==> config.mk <==
export PLATFORM = sky130hd
export DESIGN_NAME = pwd_top
export DESIGN_NICKNAME = d
export VERILOG_FILES = /design/src/pwd_pkg.sv /design/src/pwd_top.sv
export VERILOG_INCLUDE_DIRS = /design/src
export SDC_FILE = /design/constraint.sdc
export NUM_CORES = 1
export LEC_CHECK = 0
export BUFFER_PORTS_ARGS = -buffer_cell sky130_fd_sc_hd__clkbuf_2
export CORE_ASPECT_RATIO = 1.1
export CORE_UTILIZATION = 40
export DETAILED_ROUTE_END_ITERATION = 8
export PLACE_DENSITY_LB_ADDON = 0.25
export SYNTH_ARGS = -nofsm -noshare
export SYNTH_HDL_FRONTEND = slang
export SYNTH_SLANG_ARGS = --single-unit
==> constraint.sdc <==
create_clock -name core_clk -period 3.5 [get_ports core_clk]
set_clock_uncertainty 0.05 [all_clocks]
set_input_delay 0 -clock core_clk [delete_from_list [all_inputs] [get_ports core_clk]]
set_output_delay 0 -clock core_clk [all_outputs]
set_load 0.02 [all_outputs]
==> src/pwd_defines.svh <==
`ifndef PWD_DEFINES_SVH
`define PWD_DEFINES_SVH

// ----------------------------------------------------------------------
// register byte addresses (duty units are four words from PWD_A_DUTY)
// ----------------------------------------------------------------------
`define PWD_A_DUTY   8'h00
`define PWD_A_OVR    8'h10
`define PWD_A_CTRL   8'h14
`define PWD_A_DTV    8'h18
`define PWD_A_DTS    8'h1C
`define PWD_A_STAT   8'h20

// ----------------------------------------------------------------------
// control word fields
// ----------------------------------------------------------------------
`define PWD_C_ON     0
`define PWD_C_MODE   1
`define PWD_C_LOCK   3
`define PWD_C_IUE    4
`define PWD_C_OVERRIDE_SYNC_EN  5
`define PWD_C_INDEP  8

// ----------------------------------------------------------------------
// time base mode codes
// ----------------------------------------------------------------------
`define PWD_M_FREE   2'h0
`define PWD_M_CENTER 2'h1
`define PWD_M_SINGLE 2'h2
`define PWD_M_DOUBLE 2'h3

// ----------------------------------------------------------------------
// override word, dead-time value and dead-time assign fields
// ----------------------------------------------------------------------
`define PWD_O_OVDH   12
`define PWD_O_OVDL   8
`define PWD_O_VALH   4
`define PWD_O_VALL   0
`define PWD_D_A      0
`define PWD_D_APS    6
`define PWD_D_B      8
`define PWD_D_BPS    14
`define PWD_S_ACT    0
`define PWD_S_INACT  4

// ----------------------------------------------------------------------
// reset values and bus answers
// ----------------------------------------------------------------------
`define PWD_RST_REG  16'h0000
`define PWD_RESP_OK  2'h0
`define PWD_RESP_ERR 2'h2

`endif

==> src/pwd_pkg.sv <==
package pwd_pkg;

    typedef struct packed {
        logic        awvalid;
        logic [7:0]  awaddr;
        logic        wvalid;
        logic [31:0] wdata;
        logic [3:0]  wstrb;
        logic        bready;
        logic        arvalid;
        logic [7:0]  araddr;
        logic        rready;
    } pwd_axi_req_t;

    typedef struct packed {
        logic        awready;
        logic        wready;
        logic        bvalid;
        logic [1:0]  bresp;
        logic        arready;
        logic        rvalid;
        logic [31:0] rdata;
        logic [1:0]  rresp;
    } pwd_axi_rsp_t;

    typedef struct packed {
        logic [14:0] count;
        logic        half;
        logic        down;
        logic [14:0] period;
    } pwd_tb_t;

    typedef struct packed {
        logic [3:0][15:0] duty_buf;
        logic [3:0][15:0] duty_act;
        logic [15:0]      ovr_buf;
        logic [15:0]      ovr_act;
        logic             tb_on;
        logic [1:0]       mode;
        logic             lock;
        logic             instant_update_en;
        logic             override_sync_en;
        logic [3:0]       indep;
        logic [15:0]      dtv;
        logic [7:0]       dts;
        logic [3:0]       cmp_prev;
        logic [3:0][5:0]  dt_cnt;
        logic [3:0][2:0]  psc;
        logic [3:0]       dt_use_b;
        logic [3:0]       hi;
        logic [3:0]       lo;
        logic             pulse_done;
        logic             aw_have;
        logic [7:0]       aw_addr;
        logic             w_have;
        logic [31:0]      w_data;
        logic [3:0]       w_strb;
        pwd_axi_rsp_t     rsp;
    } pwd_state_t;

endpackage : pwd_pkg

==> src/pwd_top.sv <==
// The implementer's own choices: the AXI4-Lite interface to the registers and the register offsets.
`timescale 1ns/1ns
`default_nettype none
`include "pwd_defines.svh"
// Behaviour
// - four 16-bit duty compare registers
// - duty lsb adds half-step edge resolution
// - buffer plus active compare per unit
// - edge mode reloads at counter reset
// - time base off copies buffers continuously unless locked in edge mode
// - up/down mode reloads at zero upward
// - double update reloads at zero, period
// - instant update applies duty writes at once
// - instant update shortens or lengthens pulse
// - unit n drives pair n, complement low
// - pair complementary when select bit clear
// - 6-bit dead-time counter loaded on edges
// - edge select bits pick dead time A/B
// - separate dead times per switching direction
// - prescale of 1, 2, 4, 8 cycles
// - prescaler cleared on load, config write
// - independent pairs: no dead time, overlap allowed
// - independent pins: pwm, inactive or active
// - single pulse mode, stop at period
// - override: upper enables, lower levels
// - forced low is complement, dead time kept
// - synced override only at counter boundaries
// - edge aligned: active from zero to duty
// - center aligned: active around counter bottom
module pwd_top (
    input  wire logic                 core_clk,
    input  wire logic                 sys_rst,
    input  wire pwd_pkg::pwd_axi_req_t bus_req,
    output var  pwd_pkg::pwd_axi_rsp_t bus_rsp,
    input  wire pwd_pkg::pwd_tb_t      tb,
    output logic [3:0]                high_side_out,
    output logic [3:0]                low_side_out,
    output logic                      single_pulse_irq
);

    pwd_pkg::pwd_state_t s_q;
    pwd_pkg::pwd_state_t s_d;

    logic [15:0] pos;
    logic        zero;
    logic        pmatch;
    logic        edge_md;
    logic        sync_pt;
    logic        c;
    logic        src;
    logic        use_b;
    logic        oh;
    logic        ol;
    logic        vh;
    logic        vl;
    logic [15:0] act;
    logic [31:0] nv;
    logic        wr_go;
    logic [7:0]  wr_addr;

    // ------------------------------------------------------------------
    // helpers
    // ------------------------------------------------------------------
    function automatic logic addr_ok(input logic [7:0] a);
        addr_ok = (a[1:0] == 2'h0) && (a <= `PWD_A_STAT);
    endfunction : addr_ok

    function automatic logic [31:0] merge(input logic [31:0] old,
                                          input logic [31:0] data,
                                          input logic [3:0]  strb);
        merge = old;
        for (int b = 0; b < 4; b++) begin
            if (strb[b]) begin
                merge[8*b +: 8] = data[8*b +: 8];
            end
        end
    endfunction : merge

    // prescale code n ticks the dead-time counter every 2^n cycles
    function automatic logic [2:0] psc_mask(input logic [1:0] ps);
        psc_mask = 3'((4'h1 << ps) - 4'h1);
    endfunction : psc_mask

    function automatic logic [31:0] reg_read(input pwd_pkg::pwd_state_t s,
                                             input logic [7:0] a);
        reg_read = 32'h0000_0000;
        if (a < `PWD_A_OVR) begin
            reg_read[15:0] = s.duty_buf[a[3:2]];
        end else begin
            case (a)
                `PWD_A_OVR:  reg_read[15:0] = s.ovr_buf;
                `PWD_A_CTRL: begin
                    reg_read[`PWD_C_ON]         = s.tb_on;
                    reg_read[`PWD_C_MODE +: 2]  = s.mode;
                    reg_read[`PWD_C_LOCK]       = s.lock;
                    reg_read[`PWD_C_IUE]        = s.instant_update_en;
                    reg_read[`PWD_C_OVERRIDE_SYNC_EN]      = s.override_sync_en;
                    reg_read[`PWD_C_INDEP +: 4] = s.indep;
                end
                `PWD_A_DTV:  reg_read[15:0] = s.dtv;
                `PWD_A_DTS:  reg_read[7:0]  = s.dts;
                `PWD_A_STAT: reg_read[11:0] = {s.cmp_prev, s.lo, s.hi};
                default:     reg_read = 32'h0000_0000;
            endcase
        end
    endfunction : reg_read

    // ------------------------------------------------------------------
    // next state
    // ------------------------------------------------------------------
    always_comb begin
        s_d     = s_q;
        c       = 1'b0;
        src     = 1'b0;
        use_b   = 1'b0;
        oh      = 1'b0;
        ol      = 1'b0;
        vh      = 1'b0;
        vl      = 1'b0;
        act     = 16'h0000;
        nv      = 32'h0000_0000;
        wr_go   = 1'b0;
        wr_addr = 8'h00;
        // counter steps are doubled; half marks the later half-step
        pos     = {tb.count, tb.half};
        zero    = (tb.count == 15'h0000);
        pmatch  = (tb.count == tb.period);
        edge_md = (s_q.mode == `PWD_M_FREE) || (s_q.mode == `PWD_M_SINGLE);
        sync_pt = zero || (!edge_md && pmatch);
        s_d.pulse_done = 1'b0;

        // active compare reload at period boundaries
        for (int i = 0; i < 4; i++) begin
            if (!s_q.tb_on) begin
                if (!edge_md || !s_q.lock) begin
                    s_d.duty_act[i] = s_q.duty_buf[i];
                end
            end else if (!s_q.lock) begin
                case (s_q.mode)
                    `PWD_M_FREE, `PWD_M_SINGLE: begin
                        if (zero) begin
                            s_d.duty_act[i] = s_q.duty_buf[i];
                        end
                    end
                    `PWD_M_CENTER: begin
                        if (zero && !tb.down) begin
                            s_d.duty_act[i] = s_q.duty_buf[i];
                        end
                    end
                    default: begin
                        if (zero || pmatch) begin
                            s_d.duty_act[i] = s_q.duty_buf[i];
                        end
                    end
                endcase
            end
        end

        if (!s_q.override_sync_en || sync_pt) begin
            s_d.ovr_act = s_q.ovr_buf;
        end

        // compare, override and dead time per pair
        for (int i = 0; i < 4; i++) begin
            act = s_q.duty_act[i];
            // level compare: an instant duty change moves the edge at once
            if (edge_md) begin
                c = s_q.tb_on && (pos < act);
            end else begin
                c = s_q.tb_on && ((pos < act) ||
                    (act[15:1] == tb.period));
            end
            oh = s_q.ovr_act[`PWD_O_OVDH + i];
            ol = s_q.ovr_act[`PWD_O_OVDL + i];
            vh = s_q.ovr_act[`PWD_O_VALH + i];
            vl = s_q.ovr_act[`PWD_O_VALL + i];
            if (s_q.indep[i]) begin
                s_d.hi[i]     = oh ? vh : c;
                s_d.lo[i]     = ol ? vl : c;
                s_d.dt_cnt[i] = 6'h00;
                src           = c;
            end else begin
                // forced low turns into an inverted high side source (!vl)
                src = oh ? vh : (ol ? !vl : c);
                if (src != s_q.cmp_prev[i]) begin
                    use_b = src ? s_q.dts[`PWD_S_ACT + i]
                                : s_q.dts[`PWD_S_INACT + i];
                    s_d.dt_use_b[i] = use_b;
                    s_d.dt_cnt[i]   = use_b ? s_q.dtv[`PWD_D_B +: 6]
                                            : s_q.dtv[`PWD_D_A +: 6];
                    s_d.psc[i]      = 3'h0;
                end else if (s_q.dt_cnt[i] != 6'h00) begin
                    if (s_q.psc[i] == psc_mask(s_q.dt_use_b[i]
                            ? s_q.dtv[`PWD_D_BPS +: 2]
                            : s_q.dtv[`PWD_D_APS +: 2])) begin
                        s_d.dt_cnt[i] = s_q.dt_cnt[i] - 6'h01;
                        s_d.psc[i]    = 3'h0;
                    end else begin
                        s_d.psc[i] = s_q.psc[i] + 3'h1;
                    end
                end
                // both sides off while the counter runs
                s_d.hi[i] = src && (s_d.dt_cnt[i] == 6'h00);
                s_d.lo[i] = !src && (s_d.dt_cnt[i] == 6'h00);
            end
            s_d.cmp_prev[i] = src;
        end

        if (s_q.tb_on && (s_q.mode == `PWD_M_SINGLE) && pmatch) begin
            s_d.tb_on      = 1'b0;
            s_d.pulse_done = 1'b1;
        end

        // AXI4-Lite write side: address and data taken in either order
        if (s_q.rsp.awready && bus_req.awvalid) begin
            s_d.aw_have = 1'b1;
            s_d.aw_addr = bus_req.awaddr;
        end
        if (s_q.rsp.wready && bus_req.wvalid) begin
            s_d.w_have = 1'b1;
            s_d.w_data = bus_req.wdata;
            s_d.w_strb = bus_req.wstrb;
        end
        if (s_q.rsp.bvalid && bus_req.bready) begin
            s_d.rsp.bvalid = 1'b0;
        end
        if (s_d.aw_have && s_d.w_have && !s_q.rsp.bvalid) begin
            wr_go          = 1'b1;
            wr_addr        = s_d.aw_addr;
            s_d.aw_have    = 1'b0;
            s_d.w_have     = 1'b0;
            s_d.rsp.bvalid = 1'b1;
            s_d.rsp.bresp  = `PWD_RESP_OK;
            nv = merge(reg_read(s_q, wr_addr), s_d.w_data, s_d.w_strb);
            if (!addr_ok(wr_addr)) begin
                s_d.rsp.bresp = `PWD_RESP_ERR;
            end else if (wr_addr < `PWD_A_OVR) begin
                s_d.duty_buf[wr_addr[3:2]] = nv[15:0];
                if (s_q.instant_update_en) begin
                    s_d.duty_act[wr_addr[3:2]] = nv[15:0];
                end
            end else begin
                case (wr_addr)
                    `PWD_A_OVR: begin
                        s_d.ovr_buf = nv[15:0];
                        if (!s_q.override_sync_en) begin
                            s_d.ovr_act = nv[15:0];
                        end
                    end
                    `PWD_A_CTRL: begin
                        s_d.tb_on = nv[`PWD_C_ON];
                        s_d.mode  = nv[`PWD_C_MODE +: 2];
                        s_d.lock  = nv[`PWD_C_LOCK];
                        s_d.instant_update_en   = nv[`PWD_C_IUE];
                        s_d.override_sync_en = nv[`PWD_C_OVERRIDE_SYNC_EN];
                        s_d.indep = nv[`PWD_C_INDEP +: 4];
                    end
                    // running time base gives no safe dead-time change
                    `PWD_A_DTV: begin
                        s_d.dtv = nv[15:0];
                        s_d.psc = '0;
                    end
                    `PWD_A_DTS: begin
                        s_d.dts = nv[7:0];
                        s_d.psc = '0;
                    end
                    default: begin
                    end
                endcase
            end
        end
        s_d.rsp.awready = !s_d.aw_have && !s_d.rsp.bvalid;
        s_d.rsp.wready  = !s_d.w_have && !s_d.rsp.bvalid;

        // read side: one answer at a time
        if (s_q.rsp.rvalid && bus_req.rready) begin
            s_d.rsp.rvalid = 1'b0;
        end
        if (s_q.rsp.arready && bus_req.arvalid) begin
            s_d.rsp.rvalid = 1'b1;
            s_d.rsp.rdata  = reg_read(s_q, bus_req.araddr);
            s_d.rsp.rresp  = addr_ok(bus_req.araddr) ? `PWD_RESP_OK
                                                     : `PWD_RESP_ERR;
        end
        s_d.rsp.arready = !s_d.rsp.rvalid;

        if (sys_rst) begin
            s_d          = '0;
            s_d.duty_buf = {4{`PWD_RST_REG}};
            s_d.ovr_buf  = `PWD_RST_REG;
            s_d.dtv      = `PWD_RST_REG;
        end
    end

    always_ff @(posedge core_clk) begin
        s_q <= s_d;
    end

    assign bus_rsp          = s_q.rsp;
    assign high_side_out    = s_q.hi;
    assign low_side_out     = s_q.lo;
    assign single_pulse_irq = s_q.pulse_done;
endmodule : pwd_top
`default_nettype wire

# Word level (Yosys, flattened, before mapping)

Index checks and enable logic that the tools add are counted.

Add/sub/neg operators: 12
Magnitude comparators: 11
Eq/ne operators: 25
Shifts and indexed selects: 4
Multiplexer cells: 153
Bitwise logic cells: 5
Reductions and logical operators: 85

Operators by type and width:

| operator             | count |
|---|---|
| $mux W16             | 32 |
| $mux W130            | 2 |
| $bwmux W64           | 2 |
| $mux W64             | 2 |
| $pmux W16 S2         | 4 |
| $mux W6              | 20 |
| $eq A15 B15 Y1       | 5 |
| $mux W66             | 1 |
| $bmux W16 S2         | 2 |
| $eq A8 B5 Y1 const B | 8 |
| $lt A16 B16 Y1       | 4 |
| $pmux W6 S5          | 2 |
| $mux W3              | 17 |
| $mux W12             | 4 |
| $mux W1              | 42 |
| $mux W8              | 5 |
| $mux W37             | 1 |
| $mux W35             | 1 |
| $demux W16 S2        | 1 |
| $logic_and A1 B1 Y1  | 32 |
| $mux W32             | 1 |
| $pmux W4 S4          | 2 |
| $logic_not A6 Y1     | 4 |
| $reduce_bool A6 Y1   | 4 |
| other kinds (27)     | 97 |

Flip-flop bits (word level): 318
Bits of input ports: 91
Output and inout port bits: 50
Logic and storage cells: 344

# Longest topological paths before layout

Gate-level depths: netlist of the first run.

Word-level depth: 13
Mapped depth: 14

# Worst setup path after synthesis of the first run

OpenSTA, ideal clock, no wires.

Path kind: register to register
Start: reg s_q[208] (netlist bit)
End: reg s_q (netlist bit high_side_out[0])
Library setup time: 0.087 ns
Arrival time: 2.890 ns
Path slack: 0.473 ns
Cell stages (with the launch flop): 13
Period minus slack after synthesis: 3.027 ns
Cells stage by stage: dfxtp_1 inv_1 ha_1 a211oi_1 o21ai_1 a41oi_1 o31ai_2 nor3_2 nor2_4 mux2i_1 a222oi_1 or4_1 o31ai_1

Cells in the longest elaborated chain, start to end: 13
Elaborated cells between the ends (all ways): 17
Those cells by class: order compare: 1; eq/ne: 2; mux: 9; reduce/logical: 5

Ends and longest elaborated chain:

| element                                                 | line                                           | source |
|---|---|---|
| start, declared                                         | pwd_top.sv:41                                  | `pwd_pkg::pwd_state_t s_q;` |
| start signal, assigned                                  | pwd_top.sv:296                                 | `s_q <= s_d;` |
| $lt A16 B16 Y1 / $eq A15 B15 Y1 (equally long branches) | pwd_top.sv:168, pwd_top.sv:170, pwd_top.sv:171 |  |
| $logic_or A1 B1 Y1                                      | pwd_top.sv:170                                 | `c = s_q.tb_on && ((pos < act) \|\|` |
| $logic_and A1 B1 Y1                                     | pwd_top.sv:170                                 |  |
| $mux W1 *                                               | pwd_top.sv:167                                 | `if (edge_md) begin` |
| $mux W1 (2 in a row)                                    | pwd_top.sv:184                                 | `src = oh ? vh : (ol ? !vl : c);` |
| $mux W1                                                 | pwd_top.sv:186                                 | `` use_b = src ? s_q.dts[`PWD_S_ACT + i] `` |
| $mux W6                                                 | pwd_top.sv:189                                 | `` s_d.dt_cnt[i] = use_b ? s_q.dtv[`PWD_D_B +: 6] `` |
| $mux W6                                                 | pwd_top.sv:185                                 | `if (src != s_q.cmp_prev[i]) begin` |
| $mux W6                                                 | pwd_top.sv:177                                 | `if (s_q.indep[i]) begin` |
| $logic_not A6 Y1                                        | pwd_top.sv:203                                 | `s_d.hi[i] = src && (s_d.dt_cnt[i] == 6'h00);` |
| $logic_and A1 B1 Y1                                     | pwd_top.sv:203                                 |  |
| $mux W1 *                                               | pwd_top.sv:177                                 |  |

Every way passes the cells marked *; elsewhere a longest branch is shown, timed or not. The select of a mux whose other input is x is not followed.
A chain may end at the register's enable or synchronous reset.

# Worst setup path in the final report of the first run

Start: reg s_q (netlist bit act[2])
End: reg s_q (netlist bit low_side_out[3])

Cells in the longest elaborated chain, start to end: 13
Elaborated cells between the ends (all ways): 18
Those cells by class: order compare: 1; eq/ne: 2; mux: 9; reduce/logical: 6

Ends and longest elaborated chain:

| element                                                 | line                                           | source |
|---|---|---|
| $lt A16 B16 Y1 / $eq A15 B15 Y1 (equally long branches) | pwd_top.sv:168, pwd_top.sv:170, pwd_top.sv:171 |  |
| $logic_or A1 B1 Y1                                      | pwd_top.sv:170                                 |  |
| $logic_and A1 B1 Y1                                     | pwd_top.sv:170                                 |  |
| $mux W1 *                                               | pwd_top.sv:167                                 |  |
| $mux W1 (2 in a row)                                    | pwd_top.sv:184                                 |  |
| $mux W1                                                 | pwd_top.sv:186                                 |  |
| $mux W6                                                 | pwd_top.sv:189                                 |  |
| $mux W6                                                 | pwd_top.sv:185                                 |  |
| $mux W6                                                 | pwd_top.sv:177                                 |  |
| $logic_not A6 Y1                                        | pwd_top.sv:204                                 | `s_d.lo[i] = !src && (s_d.dt_cnt[i] == 6'h00);` |
| $logic_and A1 B1 Y1                                     | pwd_top.sv:204                                 |  |
| $mux W1 *                                               | pwd_top.sv:177                                 |  |

Marks and branches as above.

==> results of run 1 <==
[through the flow]
step / area (sq um) / power, mW
3_5_place_dp: 22100 / 6.11
2_1_floorplan: 20800 / 5.41
5_1_grt: 24000 / 10.8
4_1_cts: 23700 / 10.3
3_3_place_gp: 22100 / 6.06
6_report: 24000 / 10.3
[cells in the mapped netlist, types with 11 or more instances]
master / instances
inv_1: 90
mux4_2: 37
o221ai_1: 66
and3_1: 12
mux2_2: 13
a22oi_1: 24
a31oi_1: 11
nor4_1: 21
nand3b_1: 14
a21oi_1: 288
nor3_1: 106
nand4_1: 23
a211oi_1: 37
buf_2: 55
a221oi_1: 26
nor2_1: 267
buf_1: 14
o21ai_0: 91
nand4b_1: 12
dfxtp_1: 298
ha_1: 72
nand3_1: 20
o22ai_1: 68
xor2_1: 51
buf_4: 61
xnor2_1: 40
nand2_1: 346
clkbuf_1: 123
mux2i_1: 196
nor2b_1: 25
[cell type report]
cell class	count	area (sq um)	share of cell area
clock inverter	14	199	0.00830
antenna	1	2.50	0.000104
clock buffer	53	1080	0.0450
multi-input combinational	2017	13500	0.561
inverter	90	338	0.0141
sequential	298	5970	0.249
timing repair buffer	284	2100	0.0875
tap	667	835	0.0348
[final timing paths]
kind / from / to / slack (ps) / cells after the start
min: bus_req[56] / bus_rsp[40] / 30 / 4
max reg2reg: act[2] / low_side_out[3] / 60 / 10
max: act[2] / low_side_out[3] / 60 / 10
min reg2reg: s_q[86] / bus_rsp[40] / 380 / 1
[critical path, stage by stage, from the launching register on]
cell      delay, ps
dfxtp_1         310
buf_4           140
xnor2_1         300
nand4_1         340
nor4_4          420
nand2_1         240
a32o_2          360
mux2_4          320
a222oi_1        390
nand4b_1        240
o41ai_2         230
[cell families after synthesis]
family | count (synthesis) | synth area share
AND/OR/NAND/NOR | 903 | 0.198
AO/OA/AOI/OAI | 682 | 0.208
buffers and inverters | 347 | 0.0787
flip-flops | 298 | 0.288
multiplexers | 251 | 0.146
XOR/XNOR | 91 | 0.0385
adder cells (fa/ha/maj) | 72 | 0.0435
other | 1 | 0.000181
[flip-flops by register name, summed over array words and instances, names as in the netlist]
name              count
oh                    1
single_pulse_irq      1
s_q                 248
high_side_out         4
act                  16
ol                    1
bus_rsp              23
low_side_out          4
[per-layer routing]
metal | vias to the layer above | share of wire | track usage
met5 | - | 0 | 0
met4 | 0 | 0.056 | 0.173
met3 | 224 | 0.082 | 0.0436
met2 | 1033 | 0.47 | 0.507
met1 | 10092 | 0.39 | 0.386
li1 | 9636 | - | -
[cells in the final DEF (no fill, tap or decap), types with 10 or more instances in the layout]
cell type | netlist | routed
nor2b_1 | 25 | 24
nand3b_1 | 14 | 14
nand4b_1 | 12 | 12
nor4_1 | 21 | 19
nor2_1 | 267 | 265
inv_1 | 90 | 90
a21oi_1 | 288 | 279
mux4_2 | 37 | 37
o22ai_1 | 68 | 68
clkbuf_2 | 0 | 103
nand2_1 | 346 | 345
ha_1 | 72 | 71
a211oi_1 | 37 | 37
nand4_1 | 23 | 23
nor3_1 | 106 | 104
xor2_1 | 51 | 51
a22oi_1 | 24 | 23
dfxtp_1 | 298 | 293
conb_1 | 1 | 18
mux2_2 | 13 | 13
and3_1 | 12 | 12
o221ai_1 | 66 | 66
buf_4 | 61 | 137
xnor2_1 | 40 | 39
o21ai_0 | 91 | 90
buf_12 | 0 | 11
dlygate4sd3_1 | 0 | 32
a31oi_1 | 11 | 10
nand3_1 | 20 | 19
clkbuf_16 | 0 | 39
mux2i_1 | 196 | 195
a221oi_1 | 26 | 26
[where the power goes]
group	switching, mW	internal, mW
sequential	0.139	3.56
clock	1.63	2.51
combinational	1.47	1.00
[timing repair]
action / CTS / global route
hold endpoints to repair: 29 / 0
pin swaps: 2 / 16
gates resized for setup: 5 / 34
cloned: 0 / 0
hold buffers: 32 / 0
setup buffers: 0 / 6
setup endpoints to repair: 5 / 51
==> impl.org, run 1 <==
** Floorplanning
- The core region is 51200 sq um.
- During I/O placement, the number of pins put on the boundary was 141.
- DIE AREA :: 52700 sq um
- Num rows :: 87
- For this configuration, the core starts out at a cell density of 0.405.
- The die is 219 microns wide.
- Die Y-Extent :: 241 microns

** Routing
- Total wire length :: 82600 microns
- DRT Pass-1 Iters :: 8
- Antenna violation net count after detailed routing :: 0
- After the first detailed-routing iteration, the DRC count stood at 2148.
- The final route contains 20985 vias.
- In the routed layout, each cell is associated on average with a via count of 6.13.
- For this run, design rule violations remaining after detail routing come to 0.
- Dividing the detail-routed wire length by the instance count gives 24.1 microns.

** Synth
- Post-synthesis area per instance :: 7.83 sq um
- By area the synthesized netlist is led by dfxtp_1 (29%), mux2i_1 (9.5%), a21oi_1 (7.0%).
- Proportion of register bits with asynchronous set or reset after synthesis :: 0
- Summing every instance area after synthesis gives 20700 sq um.
- Area share of the largest cell type after synthesis :: 0.288
- Warnings, synthesis :: 0
- Yosys mapped a number of flops with a built-in enable equal to 0.
- Primary flip-flop cell chosen by synthesis mapping :: dfxtp_1
- Count of mapped cells out of synthesis :: 2645
- The synthesized design contains 298 register bits.
- Of all cell types, the one taking the most synthesized area is dfxtp_1.
- Part of the Yosys area used for sequential elements :: 0.288
- Distinct cells, synth :: 84

** Timing
- The final number of hold-violating endpoints was 0.
- Across all setup checks in the final design, the least slack found is 60.4 ps.
- After routing, the total negative slack on setup checks comes to 0 ps.
- Period utilization :: 0.983
- Final Hold Slack :: 31.9 ps
- Max-slew headroom :: 0.261
- # setup viols final :: 0
- The final number of max-transition violations is 0.
- Setup repair after global routing could not meet its margin everywhere.
- The worst path in the final design needs a cycle of 3440 ps, including I/O delays and setup.
- For this run, the top clock speed supported by timing is 291 MHz.
- Actual transition at the worst max-transition pin :: 1110 ps

** Layout
- Fraction of layout cells with a size suffix above 1 :: 0.157
- Final core utilization :: 0.469
- Count of filler cells inserted in the layout :: 5039
- Post-layout net count :: 2891
- Layout overhead on the synthesized area :: 15.7%
- Final cell count without fillers :: 3424

** Clock tree
- CTS built an H-tree with a depth of 2.
- Total CTS buffers :: 37
- Clock root buffer :: clkbuf_16
- Clock tree buffer depth :: 3
- The clock net in this run drives a total of 298 sinks.
- The clock reaches the later pin of the worst-skew pair after 570 ps.
- CTS tree :: built
- Clock-pin slew was measured on the worst setup and hold paths at 60 ps.

** Power and ir drop
- VDD IR max :: 0.365 mV
- Pwr Density :: 430 nW/um^2
- Leak Pwr :: 9.01 nW

** Critical path
- Along the worst path, the maximum fanout reaches 4.
- Worst Setup End Kind :: flip-flop
- Data arrival time of the critical path :: 3860 ps
- STA classifies the critical path startpoint as a flip-flop.
- Worst endpoint required time :: 3920 ps
- Crit path kind :: reg -> reg

** Placement
- Detailed-placement wirelength estimate :: 58900 microns
- The number of placed instances, taps included, is 3318.
- Number of buffers added on ports :: 104
- GP Congestion :: 0.968
- Post-placement worst setup slack :: -146 ps

** GRT
- Global routing usage summed across all routing layers :: 0.308
- Global-route wire length before repair :: 123000 microns
- Number of global-route vias before repair :: 19958
- Grt total ovfl :: 0
- Entering global routing, the biggest net connects 118 pins.
- Number of antenna violations at the first check in global routing :: 1

** Hold path
- Worst hold path type :: in -> reg

** Status
- The run finished with clean final reports.

** Job
- Max-cap violations in this run came to 0.
Note: power is estimated with default switching activity, not from simulation.
==> inputs of run 2 (changes only) <==
Clock period 3.5 ns to 2.9 ns, I/O delays scaled along.
==> run 2 against run 1 <==
Compared with the run above:
- the flow now finishes with violations (setup timing)
- global-route usage up 0.99 points
- combinational power up 61%
- design area up 16%
- cell count up 6.4%
- utilization up 7.5 points
- sequential power up 21%
- count of clock-buffer cells in the layout down 5
- first-iteration DRC count up 7.4%
- die area unchanged
- hold slack better by 81 ps
- critical path depth up 1
==> impl.org, run 2 (synthesized netlist as in run 1, its figures left out) <==
** Critical path
- Critical path fanouts, max :: 4 (unchanged)
- Worst Setup Start Kind :: flip-flop
- Delay of the slowest critical-path stage :: 420 ps (about the same)
- The worst setup path is captured at a flip-flop.
- Worst endpoint required time :: 3330 ps (-590 ps)
- The worst path buffer plus inverter count is 1 (unchanged).
- The data arrival time of the critical path came to 3760 ps (-100 ps).
- In this design, the largest share of critical-path delay is due to compound AO/OA/AOI/OAI gates.
- The signal on the critical path passes through inv_2 -> ha_4 -> nand4_1 -> nor2_1 -> nand3_2 -> o2111ai_4 -> a32o_2 -> mux2_4 -> a222oi_1 -> nand4b_1 -> o41ai_2.
- In this run the worst setup path begins at act[14].
- Among all stages on the critical path, the largest delay is contributed by a222oi_1.
- The worst register-to-register path begins at act[14].
- Crit path kind :: reg -> reg

** Layout
- The share of final-layout standard cells stronger than drive strength 1 was 0.311 (+0.154).
- The flip-flop count of the largest register after layout was 248 (unchanged).
- The share of the core filled with cells in the final layout is 0.544 (+0.0753).
- Compared with the post-synthesis result, the final layout area differs by 34.3%.
- The final standard cell count with taps included and fillers excluded is 3642 (+6.4%).
- Diode count :: 0 (-1)
- Most used cells in the layout excluding fill and tap cells :: nand2_1 (299), dfxtp_1 (272), buf_4 (259)
- Most frequent standard cell in the layout excluding fill and tap cells :: nand2_1
- Counting flops per register, the top entry is s_q.
- Post-layout net count :: 3107 (+7.5%)

** Floorplanning
- DIE AREA :: 52700 sq um (unchanged)
- Initial cell density of the core :: 0.405 (unchanged)
- The width of the chip is 219 microns (unchanged).
- The placeable core area is 51200 sq um (unchanged).
- The die outline height was 241 microns (unchanged).
- Num rows :: 87 (unchanged)
- The number of I/O pins came to 141 (unchanged).

** Clock tree
- Clock root buffer :: clkbuf_16
- The count of clock tree sinks was 298 (unchanged).
- Clock tree buffer depth :: 3 (unchanged)
- The TritonCTS buffer count is 39 (+5.4%).
- Clock H-tree levels :: 2 (unchanged)
- CTS tree :: built
- Clock-pin transition on the worst setup and hold timing paths :: 70 ps (about the same)
- The insertion delay of the later-clocked pin in the worst-skew pair is 590 ps (+20 ps).

** Timing
- The worst-case hold slack was 113 ps (+81.2 ps).
- Period utilization :: 1.15 (+0.164)
- The final number of max-transition violations is 0 (unchanged).
- Setup tns final :: -2830 ps (-2830 ps)
- Max-slew headroom :: 0.425 (+0.165)
- Post-route worst setup slack :: -427 ps (-487 ps)
- The shortest period the worst path allows was 3330 ps (-113 ps).
- Actual transition at the worst max-transition pin :: 862 ps (-247 ps)
- The highest clock rate is 301 MHz (+3.4%).
- # setup viols final :: 41 (+41)
- Setup repair after global routing missed its margin :: true
- The final number of hold-violating endpoints came to 0 (unchanged).

** GRT
- The wire length of the first global-routing pass came to 127000 microns (+3.4%).
- Maximum number of pins on one net before global-route repair :: 87 (-26%)
- The total routing resource utilization after global routing is 0.318 (+0.00995).
- The via count of the first global-routing pass came to 20719 (+3.8%).
- Grt total ovfl :: 0 (unchanged)
- The number of antenna violations at the first check in global routing came to 1 (unchanged).

** Routing
- The mean routed wirelength per cell is 24.6 microns (+1.9%).
- The routed wire length is 89500 microns (+8.3%).
- The first-pass detailed-route iteration total came to 9 (+1).
- The detail-routed via count per cell is 6.18 (+0.90%).
- The number of nets with antenna violations after detailed routing is 0 (unchanged).
- The total number of vias came to 22522 (+7.3%).
- The remaining routing DRC violations was 0 (unchanged).
- The iteration-0 DRC count of the detailed router is 2306 (+7.4%).

** Job
- The count of max-cap constraint violations came to 0 (unchanged).

** Hold path
- In this run the most critical hold path is launched from bus_req[6].
- Worst hold path type :: in -> reg

** Power and ir drop
- The power density over the cells came to 484 nW/um^2 (+13%).
- The leakage power is 10.6 nW (+18%).
- The total chip power came to 13.5 mW (+31%).
- VDD IR max :: 0.525 mV (+44%)

** Placement
- The post-detailed-placement half-perimeter wirelength came to 60500 microns (+2.6%).
- Number of buffers added on ports :: 104 (unchanged)
- The cell count after placement was 3448 (+3.9%).
- The last weighted congestion value of the routability-driven placer is 0.995 (+2.7%).

** Status
- The flow ran to the end, but the final reports show violations.
- Violations in the final reports :: setup timing
-- run 2: where the power goes --
group	switching (mW)	internal, mW
sequential	0.166	4.29
clock	2.18	2.87
combinational	2.16	1.81
total	4.51	8.97
-- run 2: final cells by class --
cell class	count	area (sq um)
inverter	90	340
tap	667	835
multi-input combinational	2017	14900
fill	4653	23300
sequential	298	6000
timing repair buffer	498	4470
clock inverter	24	263
clock buffer	48	1040
-- run 2: through the flow --
| stage | setup WS (ps) | area, sq um |
|---|---|---|
| 4_1_cts | -330 | 26000 |
| 6_report | -427 | 27800 |
| 3_3_place_gp | -581 | 23400 |
| 3_5_place_dp | -689 | 23400 |
| 2_1_floorplan | -7.68 | 20800 |
| 5_1_grt | -484 | 27800 |
-- run 2: path summary, 6_finish.rpt --
kind	to	slack, ps	cells after the start
setup / recovery	high_side_out[3]	-430	11
hold / removal	bus_rsp[1]	110	6
setup reg to reg	high_side_out[3]	-430	11
hold reg to reg	bus_rsp[40]	370	1
-- run 2: routing by layer --
layer	track usage	share of wire	up-vias
met2	0.528	0.47	1159
met4	0.178	0.060	0
li1	-	-	10112
met3	0.0431	0.079	260
met5	0	0	-
met1	0.395	0.39	10991
-- run 2: repair_timing --
action / CTS / global route
hold buffers: 44 / 0
setup buffers: 19 / 52
pin swaps: 40 / 145
endpoints found under the hold margin: 73 / 0
gates resized for setup: 127 / 291
cloned: 1 / 13
setup endpoints to repair: 49 / 223
-- run 2: worst min-delay path, cell delays in order --
cell,delay [ps]
clkbuf_2,110
nor4b_1,50
buf_4,180
nor3_1,220
a21oi_1,60
nor2_1,80
